### config.mk
export PLATFORM = sky130hd
export DESIGN_NAME = isgl_regs
export DESIGN_NICKNAME = d
export VERILOG_FILES = /design/src/logic/isgl_pkg.sv /design/src/logic/isgl_regs.sv /design/src/logic/isgl_src_mux.sv
export SDC_FILE = /design/constraint.sdc
export NUM_CORES = 1
export LEC_CHECK = 0
export BUFFER_PORTS_ARGS = -buffer_cell sky130_fd_sc_hd__buf_2
export CAP_MARGIN = 20
export CORE_MARGIN = 2
export CORE_UTILIZATION = 42
export DETAILED_ROUTE_END_ITERATION = 7
export PLACE_DENSITY = 0.64
export SETUP_SLACK_MARGIN = 0.02
export SYNTH_ARGS = -nofsm -noshare
export SYNTH_HDL_FRONTEND = slang
export SYNTH_SLANG_ARGS = --single-unit
export TNS_END_PERCENT = 10
### constraint.sdc
create_clock -name REF_CLK_IN -period 2.06 [get_ports REF_CLK_IN]
set_input_delay 0.103 -clock REF_CLK_IN [delete_from_list [all_inputs] [get_ports REF_CLK_IN]]
set_output_delay 0.103 -clock REF_CLK_IN [all_outputs]
set_load 0.02 [all_outputs]
### src/logic/isgl_pkg.sv
package isgl_pkg;
    // register indices (printed offsets); byte address is index * 4
    localparam logic [7:0] ISGL_IDX_SOURCE = 8'h13;
    localparam logic [7:0] ISGL_IDX_CTRL = 8'h14;
    localparam logic [7:0] ISGL_IDX_LEGACY_LO = 8'h15;
    localparam logic [7:0] ISGL_IDX_LEGACY_HI = 8'h16;
    localparam logic [7:0] ISGL_IDX_GAIN_A = 8'h17;
    localparam logic [7:0] ISGL_IDX_GAIN_B = 8'h18;
    localparam logic [7:0] ISGL_IDX_RB_A = 8'h19;
    localparam logic [7:0] ISGL_IDX_RB_B = 8'h1A;
    localparam logic [7:0] ISGL_IDX_TEST_LO = 8'h1B;
    localparam logic [7:0] ISGL_IDX_TEST_HI = 8'h1C;
    localparam int ISGL_ADDR_W = 10;
    // field positions
    localparam int ISGL_SRC_A_LSB = 0;
    localparam int ISGL_SRC_B_LSB = 2;
    localparam int ISGL_EXPONENT_FORCE_MAX_BIT = 0;
    localparam int ISGL_LEG_FORCE_BIT = 1;
    localparam int ISGL_LEG_RSTEN_BIT = 2;
    localparam int ISGL_HOLD_BIT = 3;
    localparam int ISGL_SHIFT_LSB = 4;
    // reset values
    localparam logic [1:0] ISGL_SRC_A_RST = 2'h0;
    localparam logic [1:0] ISGL_SRC_B_RST = 2'h1;
    localparam logic [7:0] ISGL_CTRL_RST = 8'h02;
    localparam logic [7:0] ISGL_BYTE_RST = 8'h00;
    localparam logic [13:0] ISGL_TEST_RST = 14'h0000;
    // source codes and forced exponent
    localparam logic [1:0] ISGL_SRC_FIRST = 2'h0;
    localparam logic [1:0] ISGL_SRC_SECOND = 2'h1;
    localparam logic [3:0] ISGL_EXP_MAX = 4'h7;
    // AXI responses
    localparam logic [1:0] ISGL_RESP_OKAY = 2'h0;
    localparam logic [1:0] ISGL_RESP_SLVERR = 2'h2;
endpackage : isgl_pkg

### src/logic/isgl_regs.sv
`timescale 1ns/1ps
// Operation
// - selector 0 first bus, 1 second bus, 2/3 test value; A 1:0, B 3:2
// - exponent-force bit set drives exponent 7 on both channels
// - hold bit keeps both integrators at their initial values
// - loop shift field for both channels; software writes 0 to 3 only
// - channel A amp code is inverted top three fixed-gain bits
// - channel B amp code is inverted top three fixed-gain bits
// - channel A readback returns top eight integrator magnitude bits
// - channel B readback returns top eight integrator magnitude bits
// - test value is 14-bit two's complement, low byte at lower address
module isgl_regs #(
    parameter int DW = 14,
    parameter int IW = 8
) (
    input wire logic REF_CLK_IN, // 10 MHz clock
    input wire logic RSTN_IN, // async reset, active low
    input wire logic [isgl_pkg::ISGL_ADDR_W-1:0] S_AXI_AWADDR_IN, // wr addr
    input wire logic S_AXI_AWVALID_IN, // wr addr valid
    output logic S_AXI_AWREADY_OUT, // wr addr ready
    input wire logic [31:0] S_AXI_WDATA_IN, // wr data
    input wire logic [3:0] S_AXI_WSTRB_IN, // byte strobes
    input wire logic S_AXI_WVALID_IN, // wr data valid
    output logic S_AXI_WREADY_OUT, // wr data ready
    output logic [1:0] S_AXI_BRESP_OUT, // wr response
    output logic S_AXI_BVALID_OUT, // wr response valid
    input wire logic S_AXI_BREADY_IN, // wr response ready
    input wire logic [isgl_pkg::ISGL_ADDR_W-1:0] S_AXI_ARADDR_IN, // rd addr
    input wire logic S_AXI_ARVALID_IN, // rd addr valid
    output logic S_AXI_ARREADY_OUT, // rd addr ready
    output logic [31:0] S_AXI_RDATA_OUT, // rd data
    output logic [1:0] S_AXI_RRESP_OUT, // rd response
    output logic S_AXI_RVALID_OUT, // rd data valid
    input wire logic S_AXI_RREADY_IN, // rd data ready
    input wire logic [DW-1:0] FIRST_INPUT_BUS_IN, // first input bus pins
    input wire logic [DW-1:0] SECOND_INPUT_BUS_IN, // second input bus pins
    input wire logic [3:0] EXP_A_IN, // computed exponent, channel A
    input wire logic [3:0] EXP_B_IN, // computed exponent, channel B
    input wire logic [IW-1:0] INTEG_A_IN, // integrator magnitude MSBs, A
    input wire logic [IW-1:0] INTEG_B_IN, // integrator magnitude MSBs, B
    input wire logic INTEG_UPD_IN, // integrator update strobe
    output logic [DW-1:0] CHAN_A_DATA_OUT, // channel A selected input
    output logic [DW-1:0] CHAN_B_DATA_OUT, // channel B selected input
    output logic [3:0] EXP_A_OUT, // exponent to float-to-fixed, A
    output logic [3:0] EXP_B_OUT, // exponent to float-to-fixed, B
    output logic INTEG_HOLD_OUT, // hold integrators at initial value
    output logic [1:0] LOOP_SHIFT_OUT, // gain loop shift
    output logic [7:0] INIT_A_OUT, // channel A initial condition
    output logic [7:0] INIT_B_OUT, // channel B initial condition
    output logic [2:0] AMP_A_GAIN_OUT, // external amp code, A
    output logic [2:0] AMP_B_GAIN_OUT // external amp code, B
);
    import isgl_pkg::*;

    // ----------------------------------------------------------------
    // pin synchronisers
    // ----------------------------------------------------------------
    logic [DW-1:0] first_s1_q, first_s2_q, second_s1_q, second_s2_q;

    always_ff @(posedge REF_CLK_IN or negedge RSTN_IN)
    begin
        if (!RSTN_IN)
        begin
            first_s1_q <= '0;
            first_s2_q <= '0;
            second_s1_q <= '0;
            second_s2_q <= '0;
        end
        else
        begin
            first_s1_q <= FIRST_INPUT_BUS_IN;
            first_s2_q <= first_s1_q;
            second_s1_q <= SECOND_INPUT_BUS_IN;
            second_s2_q <= second_s1_q;
        end
    end

    // ----------------------------------------------------------------
    // register storage
    // ----------------------------------------------------------------
    logic [1:0] src_a_q, src_b_q;
    logic [7:0] ctrl_q, leg_lo_q, leg_hi_q, gain_a_q, gain_b_q;
    logic [13:0] test_q;
    logic [7:0] rb_a_q, rb_b_q;

    // ----------------------------------------------------------------
    // write channel
    // ----------------------------------------------------------------
    logic aw_held_q, w_held_q, bvalid_q, awready_q, wready_q;
    logic [ISGL_ADDR_W-1:0] awaddr_q;
    logic [7:0] wbyte_q;
    logic wstrb0_q;
    wire aw_take = S_AXI_AWVALID_IN && !aw_held_q && !bvalid_q;
    wire w_take = S_AXI_WVALID_IN && !w_held_q && !bvalid_q;
    wire [ISGL_ADDR_W-1:0] wa = aw_take ? S_AXI_AWADDR_IN : awaddr_q;
    wire [7:0] wd = w_take ? S_AXI_WDATA_IN[7:0] : wbyte_q;
    wire ws = w_take ? S_AXI_WSTRB_IN[0] : wstrb0_q;
    wire wr_go = (aw_take || aw_held_q) && (w_take || w_held_q) && !bvalid_q;
    wire [7:0] widx = wa[ISGL_ADDR_W-1:2];
    wire w_al = (wa[1:0] == 2'h0);
    wire wr_en = wr_go && ws && w_al;
    wire w_map = w_al && (widx >= ISGL_IDX_SOURCE) &&
                 (widx <= ISGL_IDX_TEST_HI);

    always_ff @(posedge REF_CLK_IN or negedge RSTN_IN)
    begin
        if (!RSTN_IN)
        begin
            aw_held_q <= 1'b0;
            w_held_q <= 1'b0;
            bvalid_q <= 1'b0;
            awaddr_q <= '0;
            wbyte_q <= 8'h00;
            wstrb0_q <= 1'b0;
            awready_q <= 1'b1;
            wready_q <= 1'b1;
            S_AXI_BRESP_OUT <= ISGL_RESP_OKAY;
        end
        else
        begin
            if (aw_take)
                awaddr_q <= S_AXI_AWADDR_IN;
            if (w_take)
            begin
                wbyte_q <= S_AXI_WDATA_IN[7:0];
                wstrb0_q <= S_AXI_WSTRB_IN[0];
            end
            if (wr_go)
            begin
                aw_held_q <= 1'b0;
                w_held_q <= 1'b0;
                bvalid_q <= 1'b1;
                awready_q <= 1'b0;
                wready_q <= 1'b0;
                S_AXI_BRESP_OUT <= w_map ? ISGL_RESP_OKAY : ISGL_RESP_SLVERR;
            end
            else
            begin
                aw_held_q <= aw_held_q | aw_take;
                w_held_q <= w_held_q | w_take;
                // readies reopen only when the write response is taken
                awready_q <= (awready_q & !aw_take) |
                             (bvalid_q & S_AXI_BREADY_IN);
                wready_q <= (wready_q & !w_take) |
                            (bvalid_q & S_AXI_BREADY_IN);
                if (bvalid_q && S_AXI_BREADY_IN)
                    bvalid_q <= 1'b0;
            end
        end
    end

    assign S_AXI_AWREADY_OUT = awready_q;
    assign S_AXI_WREADY_OUT = wready_q;
    assign S_AXI_BVALID_OUT = bvalid_q;

    always_ff @(posedge REF_CLK_IN or negedge RSTN_IN)
    begin
        if (!RSTN_IN)
        begin
            src_a_q <= ISGL_SRC_A_RST;
            src_b_q <= ISGL_SRC_B_RST;
            ctrl_q <= ISGL_CTRL_RST;
            leg_lo_q <= ISGL_BYTE_RST;
            leg_hi_q <= ISGL_BYTE_RST;
            gain_a_q <= ISGL_BYTE_RST;
            gain_b_q <= ISGL_BYTE_RST;
            test_q <= ISGL_TEST_RST;
        end
        else if (wr_en)
        begin
            case (widx)
                ISGL_IDX_SOURCE:
                begin
                    src_a_q <= wd[ISGL_SRC_A_LSB +: 2];
                    src_b_q <= wd[ISGL_SRC_B_LSB +: 2];
                end
                ISGL_IDX_CTRL: ctrl_q <= {2'h0, wd[5:0]};
                ISGL_IDX_LEGACY_LO: leg_lo_q <= wd;
                ISGL_IDX_LEGACY_HI: leg_hi_q <= wd;
                ISGL_IDX_GAIN_A: gain_a_q <= wd;
                ISGL_IDX_GAIN_B: gain_b_q <= wd;
                ISGL_IDX_TEST_LO: test_q[7:0] <= wd;
                ISGL_IDX_TEST_HI: test_q[13:8] <= wd[5:0];
                default: ;
            endcase
        end
    end

    // ----------------------------------------------------------------
    // coherent readback capture
    // ----------------------------------------------------------------
    // whole bytes latched only on the update strobe, so a read sees one state
    always_ff @(posedge REF_CLK_IN or negedge RSTN_IN)
    begin
        if (!RSTN_IN)
        begin
            rb_a_q <= ISGL_BYTE_RST;
            rb_b_q <= ISGL_BYTE_RST;
        end
        else if (INTEG_UPD_IN)
        begin
            rb_a_q <= INTEG_A_IN[IW-1 -: 8];
            rb_b_q <= INTEG_B_IN[IW-1 -: 8];
        end
    end

    // ----------------------------------------------------------------
    // read channel
    // ----------------------------------------------------------------
    logic rvalid_q, arready_q;
    wire ar_take = S_AXI_ARVALID_IN && !rvalid_q;
    wire [7:0] ridx = S_AXI_ARADDR_IN[ISGL_ADDR_W-1:2];
    wire r_al = (S_AXI_ARADDR_IN[1:0] == 2'h0);
    logic [7:0] rbyte;
    logic r_map;

    always_comb
    begin
        r_map = r_al;
        case (ridx)
            ISGL_IDX_SOURCE: rbyte = {4'h0, src_b_q, src_a_q};
            ISGL_IDX_CTRL: rbyte = ctrl_q;
            ISGL_IDX_LEGACY_LO: rbyte = leg_lo_q;
            ISGL_IDX_LEGACY_HI: rbyte = leg_hi_q;
            ISGL_IDX_GAIN_A: rbyte = gain_a_q;
            ISGL_IDX_GAIN_B: rbyte = gain_b_q;
            ISGL_IDX_RB_A: rbyte = rb_a_q;
            ISGL_IDX_RB_B: rbyte = rb_b_q;
            ISGL_IDX_TEST_LO: rbyte = test_q[7:0];
            ISGL_IDX_TEST_HI: rbyte = {2'h0, test_q[13:8]};
            default:
            begin
                rbyte = 8'h00;
                r_map = 1'b0;
            end
        endcase
    end

    always_ff @(posedge REF_CLK_IN or negedge RSTN_IN)
    begin
        if (!RSTN_IN)
        begin
            rvalid_q <= 1'b0;
            arready_q <= 1'b1;
            S_AXI_RDATA_OUT <= 32'h0000_0000;
            S_AXI_RRESP_OUT <= ISGL_RESP_OKAY;
        end
        else if (ar_take)
        begin
            rvalid_q <= 1'b1;
            arready_q <= 1'b0;
            S_AXI_RDATA_OUT <= r_map ? {24'h00_0000, rbyte} : 32'h0000_0000;
            S_AXI_RRESP_OUT <= r_map ? ISGL_RESP_OKAY : ISGL_RESP_SLVERR;
        end
        else if (rvalid_q && S_AXI_RREADY_IN)
        begin
            rvalid_q <= 1'b0;
            arready_q <= 1'b1;
        end
    end

    assign S_AXI_ARREADY_OUT = arready_q;
    assign S_AXI_RVALID_OUT = rvalid_q;

    // ----------------------------------------------------------------
    // channel inputs
    // ----------------------------------------------------------------
    isgl_src_mux #(.DW(DW)) u_mux_a (
        .clk_in(REF_CLK_IN),
        .rstn_in(RSTN_IN),
        .sel_in(src_a_q),
        .first_in(first_s2_q),
        .second_in(second_s2_q),
        .test_in(test_q[DW-1:0]),
        .data_out(CHAN_A_DATA_OUT)
    );
    isgl_src_mux #(.DW(DW)) u_mux_b (
        .clk_in(REF_CLK_IN),
        .rstn_in(RSTN_IN),
        .sel_in(src_b_q),
        .first_in(first_s2_q),
        .second_in(second_s2_q),
        .test_in(test_q[DW-1:0]),
        .data_out(CHAN_B_DATA_OUT)
    );

    // ----------------------------------------------------------------
    // control outputs
    // ----------------------------------------------------------------
    wire force_exp = ctrl_q[ISGL_EXPONENT_FORCE_MAX_BIT];

    always_ff @(posedge REF_CLK_IN or negedge RSTN_IN)
    begin
        if (!RSTN_IN)
        begin
            EXP_A_OUT <= 4'h0;
            EXP_B_OUT <= 4'h0;
            INTEG_HOLD_OUT <= 1'b0;
            LOOP_SHIFT_OUT <= 2'h0;
            INIT_A_OUT <= 8'h00;
            INIT_B_OUT <= 8'h00;
            AMP_A_GAIN_OUT <= 3'h7;
            AMP_B_GAIN_OUT <= 3'h7;
        end
        else
        begin
            EXP_A_OUT <= force_exp ? ISGL_EXP_MAX : EXP_A_IN;
            EXP_B_OUT <= force_exp ? ISGL_EXP_MAX : EXP_B_IN;
            INTEG_HOLD_OUT <= ctrl_q[ISGL_HOLD_BIT];
            LOOP_SHIFT_OUT <= ctrl_q[ISGL_SHIFT_LSB +: 2];
            INIT_A_OUT <= gain_a_q;
            INIT_B_OUT <= gain_b_q;
            AMP_A_GAIN_OUT <= ~gain_a_q[7:5];
            AMP_B_GAIN_OUT <= ~gain_b_q[7:5];
        end
    end
endmodule : isgl_regs

### src/logic/isgl_src_mux.sv
`timescale 1ns/1ps
module isgl_src_mux #(
    parameter int DW = 14
) (
    input wire logic clk_in, // clock
    input wire logic rstn_in, // async reset, active low
    input wire logic [1:0] sel_in, // source selector
    input wire logic [DW-1:0] first_in, // first input bus
    input wire logic [DW-1:0] second_in, // second input bus
    input wire logic [DW-1:0] test_in, // test value
    output logic [DW-1:0] data_out // registered selection
);
    logic [DW-1:0] mux_d;
    logic [DW-1:0] data_q;

    assign mux_d = (sel_in == 2'h0) ? first_in :
                   (sel_in == 2'h1) ? second_in : test_in;
    assign data_out = data_q;

    always_ff @(posedge clk_in or negedge rstn_in)
    begin
        if (!rstn_in)
            data_q <= '0;
        else
            data_q <= mux_d;
    end
endmodule : isgl_src_mux

# After elaboration in Yosys (flattened, before gate mapping)
# Index checks and enable logic that the tools add are counted.
# word_totals
reg_bits	251
latchBits	0
mem_bits_rw	0
mem_bits_ro	0
input_bits	116
out_inout_bits	102
wordCells	129
mem_count	0
# op_classes
n_addsub	0
n_mul	0
div_mod_pow	0
magnitude_cmp	2
n_eq_ne	20
n_shift	0
n_mux	24
bitwise_logic	9
reduce_logical	36
# ops
operator	n
$eq A8 B5 Y1 const B	18
$pmux W8 S10	1
$mux W14	4
$mux W8	2
$reduce_and A2 Y1	8
$logic_and A1 B1 Y1	13
$mux W1	12
$mux W10	1
$reduce_or A10 Y1	1
$ge A8 B5 Y1 const B	1
$le A8 B5 Y1 const B	1
$logic_not A2 Y1	4
$mux W4	2
$logic_not A1 Y1	6
$not A3 Y3	2
$eq A2 B1 Y1 const B	2
$mux W2	2
$or A1 B1 Y1	4
$reduce_bool A2 Y1	2
$and A1 B1 Y1	3
$logic_or A1 B1 Y1	2

# Longest topological paths before layout
# logic_depth
word_depth	9
ltp_mapped	8
depth_no_buf	5

# By module
# A second synthesis with hierarchy kept.
# hier_totals
hier_cells	619
area_unflattened_um2	8783.4
# modules_own_cells
mod	n_inst	cells_each	area_each_um2	seq_area_each_um2
isgl_regs	1	497	7464.7	4943.5
isgl_src_mux	2	61	659.4	350.3

# Worst setup path after synthesis
# Ideal clock, no wire load.
# synth_timing
path_kind	register -> register
start	register bvalid_q (netlist: S_AXI_BVALID_OUT)
end	register test_q[0]
setup_ps	125
t_arrival_ps	2216
path_slack_ps	-281
stages_incl_launch_ff	6
n_path_buf	0
path_cell_list	dfrtp_1 nor3b_4 mux2i_1 inv_1 nor4_4 mux2_2
# synth_rtl
element	line	rtl
from (decl)	isgl_regs.sv:89	logic aw_held_q, w_held_q, bvalid_q, awready_q, wready_q;
from (signal assigned)	isgl_regs.sv:111	bvalid_q <= 1'b0;
from (signal assigned)	isgl_regs.sv:132	bvalid_q <= 1'b1;
from (signal assigned)	isgl_regs.sv:147	bvalid_q <= 1'b0;
$logic_not A1 Y1	isgl_regs.sv:93	wire aw_take = S_AXI_AWVALID_IN && !aw_held_q && !bvalid_q;
$logic_and A1 B1 Y1	isgl_regs.sv:93	
$mux W10	-	
via wa[4]	isgl_regs.sv:95	wire [ISGL_ADDR_W-1:0] wa = aw_take ? S_AXI_AWADDR_IN : awaddr_q;
$eq A8 B5 Y1	isgl_regs.sv:171	case (widx)
$reduce_and A2 Y1 (no line)	-	
to (signal assigned)	isgl_regs.sv:182	ISGL_IDX_TEST_LO: test_q[7:0] <= wd;
to (decl)	isgl_regs.sv:83	logic [13:0] test_q;
# The timed path passes the listed nets, and every way through them passes these cells.
# A chain may end at the register's enable or synchronous reset.

# Worst setup path in the final report
# layout_timing
start	register bvalid_q (netlist: S_AXI_BVALID_OUT)
end	register test_q[6]
# Same word-level chain as after synthesis.

==> results.py <==
metrics = {
    "outcome": {
        "outcome": "finished, violations left",
        "violations": "negative setup slack",
    },
    "power_and_ir_drop": {
        "peakVddDrop_mv": 0.585,
        "p_switching_mw": 3.22,
        "seqPwrFrac_pct": 43.8,
        "p_comb_share_pct": 19.1,
        "p_leak_nw": 5.50,
        "intPower_mw": 8.57,
        "clockPowerShare_pct": 37.1,
        "power_density_nw_per_um2": 993,
        "report.power.total_mw": 11.8,
        "swShare_pct": 27.3,
    },
    "timing": {
        "clock_skew_ns": 0.0139,
        "layout_setup_ws_ns": -0.117,
        "rsz0062_at_grt": "true",
        "setup_viol": 16,
        "tightest_slew_ns": 0.569,
        "final_max_slew_viol_count": 0,
        "period_minus_slack_ns": 2.18,
        "period_share_pct": 106,
        "timing.fmax_ghz": 0.459,
        "max-slew-margin-rel_pct": 62.1,
        "hold_viol": 0,
    },
    "logic_synthesis": {
        "yosysSeqAreaShare_pct": 64.6,
        "syn_inst": 638,
        "yosys-top-cells-area": "dfrtp_1, mux2_2, mux2i_1, dfstp_2, o21ai_0",
        "syn_area_um2": 8740,
        "synth_compound_area_share_pct": 7.05,
        "synth_common_cells": "dfrtp_1, mux2_2, nand2_1, o21ai_0, mux2i_1",
        "synth.most_common_cell": "dfrtp_1",
        "synthMuxAreaShare_pct": 16.7,
        "yosysTopAreaCellShare_pct": 61.3,
        "synth_area_leader_cell": "dfrtp_1",
        "synth.distinct_cells": 55,
        "synth_fa_ha_area_share_pct": 0,
        "ys_seq_elements": 225,
        "synth-xor-area-share_pct": 0,
        "synth_ff_type": "dfrtp_1",
        "yosys_warnings": 0,
        "avgSynthCellArea_um2": 13.7,
        "synth-edff-count": 0,
        "synth_top_family_by_area": "multiplexers",
        "synth-simple-area-share_pct": 7.66,
        "ys_async_sr_fraction_pct": 100,
    },
    "route": {
        "dr.pass1.iters": 4,
        "drt_wl_total_mm": 20.5,
        "wire_per_inst_um": 16.9,
        "antenna_left": 0,
        "vias": 5934,
        "drc": 0,
        "avgViaCountPerCell": 4.89,
        "drtIter0Drc": 333,
    },
    "placed_design": {
        "gp_congestion": 0.852,
        "pre_cts_ws_ns": -0.101,
        "port_buffers": 164,
        "hpwlAfterDp_mm": 13.9,
        "place_area_um2": 10100,
    },
    "hold_path": {
        "hold_end": "awaddr_q[5]$_DFF_PN0_",
        "holdPathStages": 4,
        "hold_class": "primary input to flop",
        "min_from": "S_AXI_AWADDR_IN[5]",
    },
    "worst_setup_path": {
        "worstPathArrival_ns": 2.57,
        "critical_path_peak_fanout": 8,
        "crit_path_top_delay_cell": "dfrtp_2",
        "critPathTopFamily": "simple AND/OR/NAND/NOR gates",
        "startpoint_type": "flop",
        "required_ns": 2.45,
        "path_buf_inv": 3,
        "cp_cell_sequence": "nor3b_4 > buf_6 > mux2i_4 > inv_2 > nor4_4 > buf_12 > mux2_4",
        "reg2reg_slack_ns": -0.12,
        "criticalPathCategory": "flop to flop",
        "timing.rr.end": "test_q[6]$_DFFE_PN0P_",
        "cp_slowest_stage_delay_ns": 0.43,
        "r2r_start": "S_AXI_BVALID_OUT$_DFFE_PN0P_",
        "ff2ff_path_depth": 7,
        "crit_path_end_kind": "flop",
    },
    "clock_network": {
        "cts_sinks": 225,
        "cts_tree": "yes",
        "clockBufferDepth": 3,
        "clk_latency_ns": 0.51,
        "cts_buffers": 25,
        "cts_root_buffer": "clkbuf_16",
        "htree_levels": 1,
        "path_clk_slew_ns": 0.06,
    },
    "global_routing": {
        "grt_first_pass_wirelength_mm": 31.3,
        "grt_max_degree": 73,
        "first_global_vias": 5841,
        "antenna_found_initial": 0,
        "overflow": 0,
        "grtUsageTotal_pct": 18.2,
    },
    "finish": {
        "final_area_um2": 11900,
        "nets": 1041,
        "final_util_pct": 58.5,
        "area_growth_pct": 36.0,
        "layout-drive-gt1-share_pct": 42.2,
        "n_antenna_cell": 0,
    },
    "run": {
        "maxCapViolCount": 0,
    },
    "floorplan": {
        "fp.dieW_um": 148,
        "start_util_pct": 43.0,
        "rows": 52,
        "num_io_pins": 218,
        "die_y_um": 148,
        "die_area_um2": 22000,
        "core_um2": 20300,
    },
}
cell usage in the layout (no fill, tap or decap), drive strengths merged, types with 2 or more instances in the layout:
cell           n
a21o           2
a21oi          6
a221oi         5
a22o           5
a22oi         15
a32oi          2
and2           2
and3           2
buf          217
clkbuf        34
clkinv         7
clkinvlp       3
conb          26
dfrtp        214
dfstp         11
dlygate4sd3   70
inv           14
mux2          95
mux2i         34
mux4           2
nand2         49
nand2b         3
nand3          9
nand3b         4
nand4b         2
nor2          13
nor2b          8
nor3           6
nor3b          3
nor4b          3
nor4bb         2
o21ai         46
o22ai          4
or2            8
or4b           2
per-stage QoR:
| step | instances | hold WS (ns) | setup TNS, ns |
|---|---|---|---|
| after detailed placement | 1092 | 0.110 | -1.48 |
| after global placement | 1092 | 0.107 | -1.11 |
| final | 1214 | 0.0213 | -1.59 |
| after global routing | 1214 | 0.0147 | -4.35 |
| after floorplan | 663 | -0.193 | -5.13 |
| after CTS | 1208 | 0.00157 | -1.39 |
power groups by stage:
stage	clock [mW]	sequential [mW]	combinational, mW
finish	4.37	5.17	2.25
floorplan	0	5.26	0.997
CTS	4.47	5.14	2.07
detailed placement	0	5.21	1.93
global placement	0	5.20	1.91
global route	4.67	5.21	2.45
worst max path at each step:
stage	startpoint	endpoint	slack, ns	cells past startpoint
after floorplan	S_AXI_BVALID_OUT$_DFFE_PN0P_	test_q[0]$_DFFE_PN0P_	-0.12	5
final	S_AXI_BVALID_OUT$_DFFE_PN0P_	test_q[6]$_DFFE_PN0P_	-0.12	7
after global placement	awaddr_q[7]$_DFF_PN0_	leg_lo_q[7]$_DFFE_PN0P_	-0.06	6
after global routing	S_AXI_BVALID_OUT$_DFFE_PN0P_	test_q[6]$_DFFE_PN0P_	-0.19	7
after CTS	awaddr_q[7]$_DFF_PN0_	leg_lo_q[1]$_DFFE_PN0P_	-0.12	6
after detailed placement	awaddr_q[7]$_DFF_PN0_	leg_lo_q[2]$_DFFE_PN0P_	-0.10	6
kinds of logic after synthesis:
logic type	after synthesis
compound gates	96
buf+inv	65
flops	225
mux	131
other cells	1
simple gates	120
flip-flops by register name, summed over array words and instances (netlist names), 6 cells and up:
signal and cells:
first_s1_q 14, first_s2_q 14, second_s1_q 14, second_s2_q 14, test_q 14, u_mux_a.data_out 14
u_mux_b.data_out 14, awaddr_q 10, INIT_A_OUT 8, INIT_B_OUT 8, S_AXI_RDATA_OUT 8, gain_a_q 8
gain_b_q 8, leg_hi_q 8, leg_lo_q 8, rb_a_q 8, rb_b_q 8, wbyte_q 8
ctrl_q 6
cell type report:
| cell class | count | area (um2) |
|---|---|---|
| clock buffers | 34 | 739 |
| clock inverters | 12 | 104 |
| fillers | 1642 | 8420 |
| inverters | 13 | 48.8 |
| multi-input cells | 373 | 2990 |
| flip-flops and latches | 225 | 5650 |
| well taps | 270 | 338 |
| repair buffers | 287 | 2010 |
routing by layer:
metal | global-route usage, % | vias to the layer above | share of wire (%)
li1 | - | 2786 | -
met1 | 24.6 | 2919 | 44
met2 | 30.0 | 189 | 48
met3 | 3.62 | 40 | 5.0
met4 | 5.29 | 0 | 2.7
met5 | 0 | - | 0
worst min-delay path: stages:
cell and delay (ns):
buf_2 0.13, mux2i_4 0.09, buf_4 0.14, inv_1 0.04
what timing repair did:
item,in CTS,in global routing
resized for setup,9,20
buffers inserted,0,6
pin swaps,1,7
hold buffers,70,0
setup endpoints to repair,49,56
hold endpoints to repair,160,0
Power figures use the tool's default switching activity.
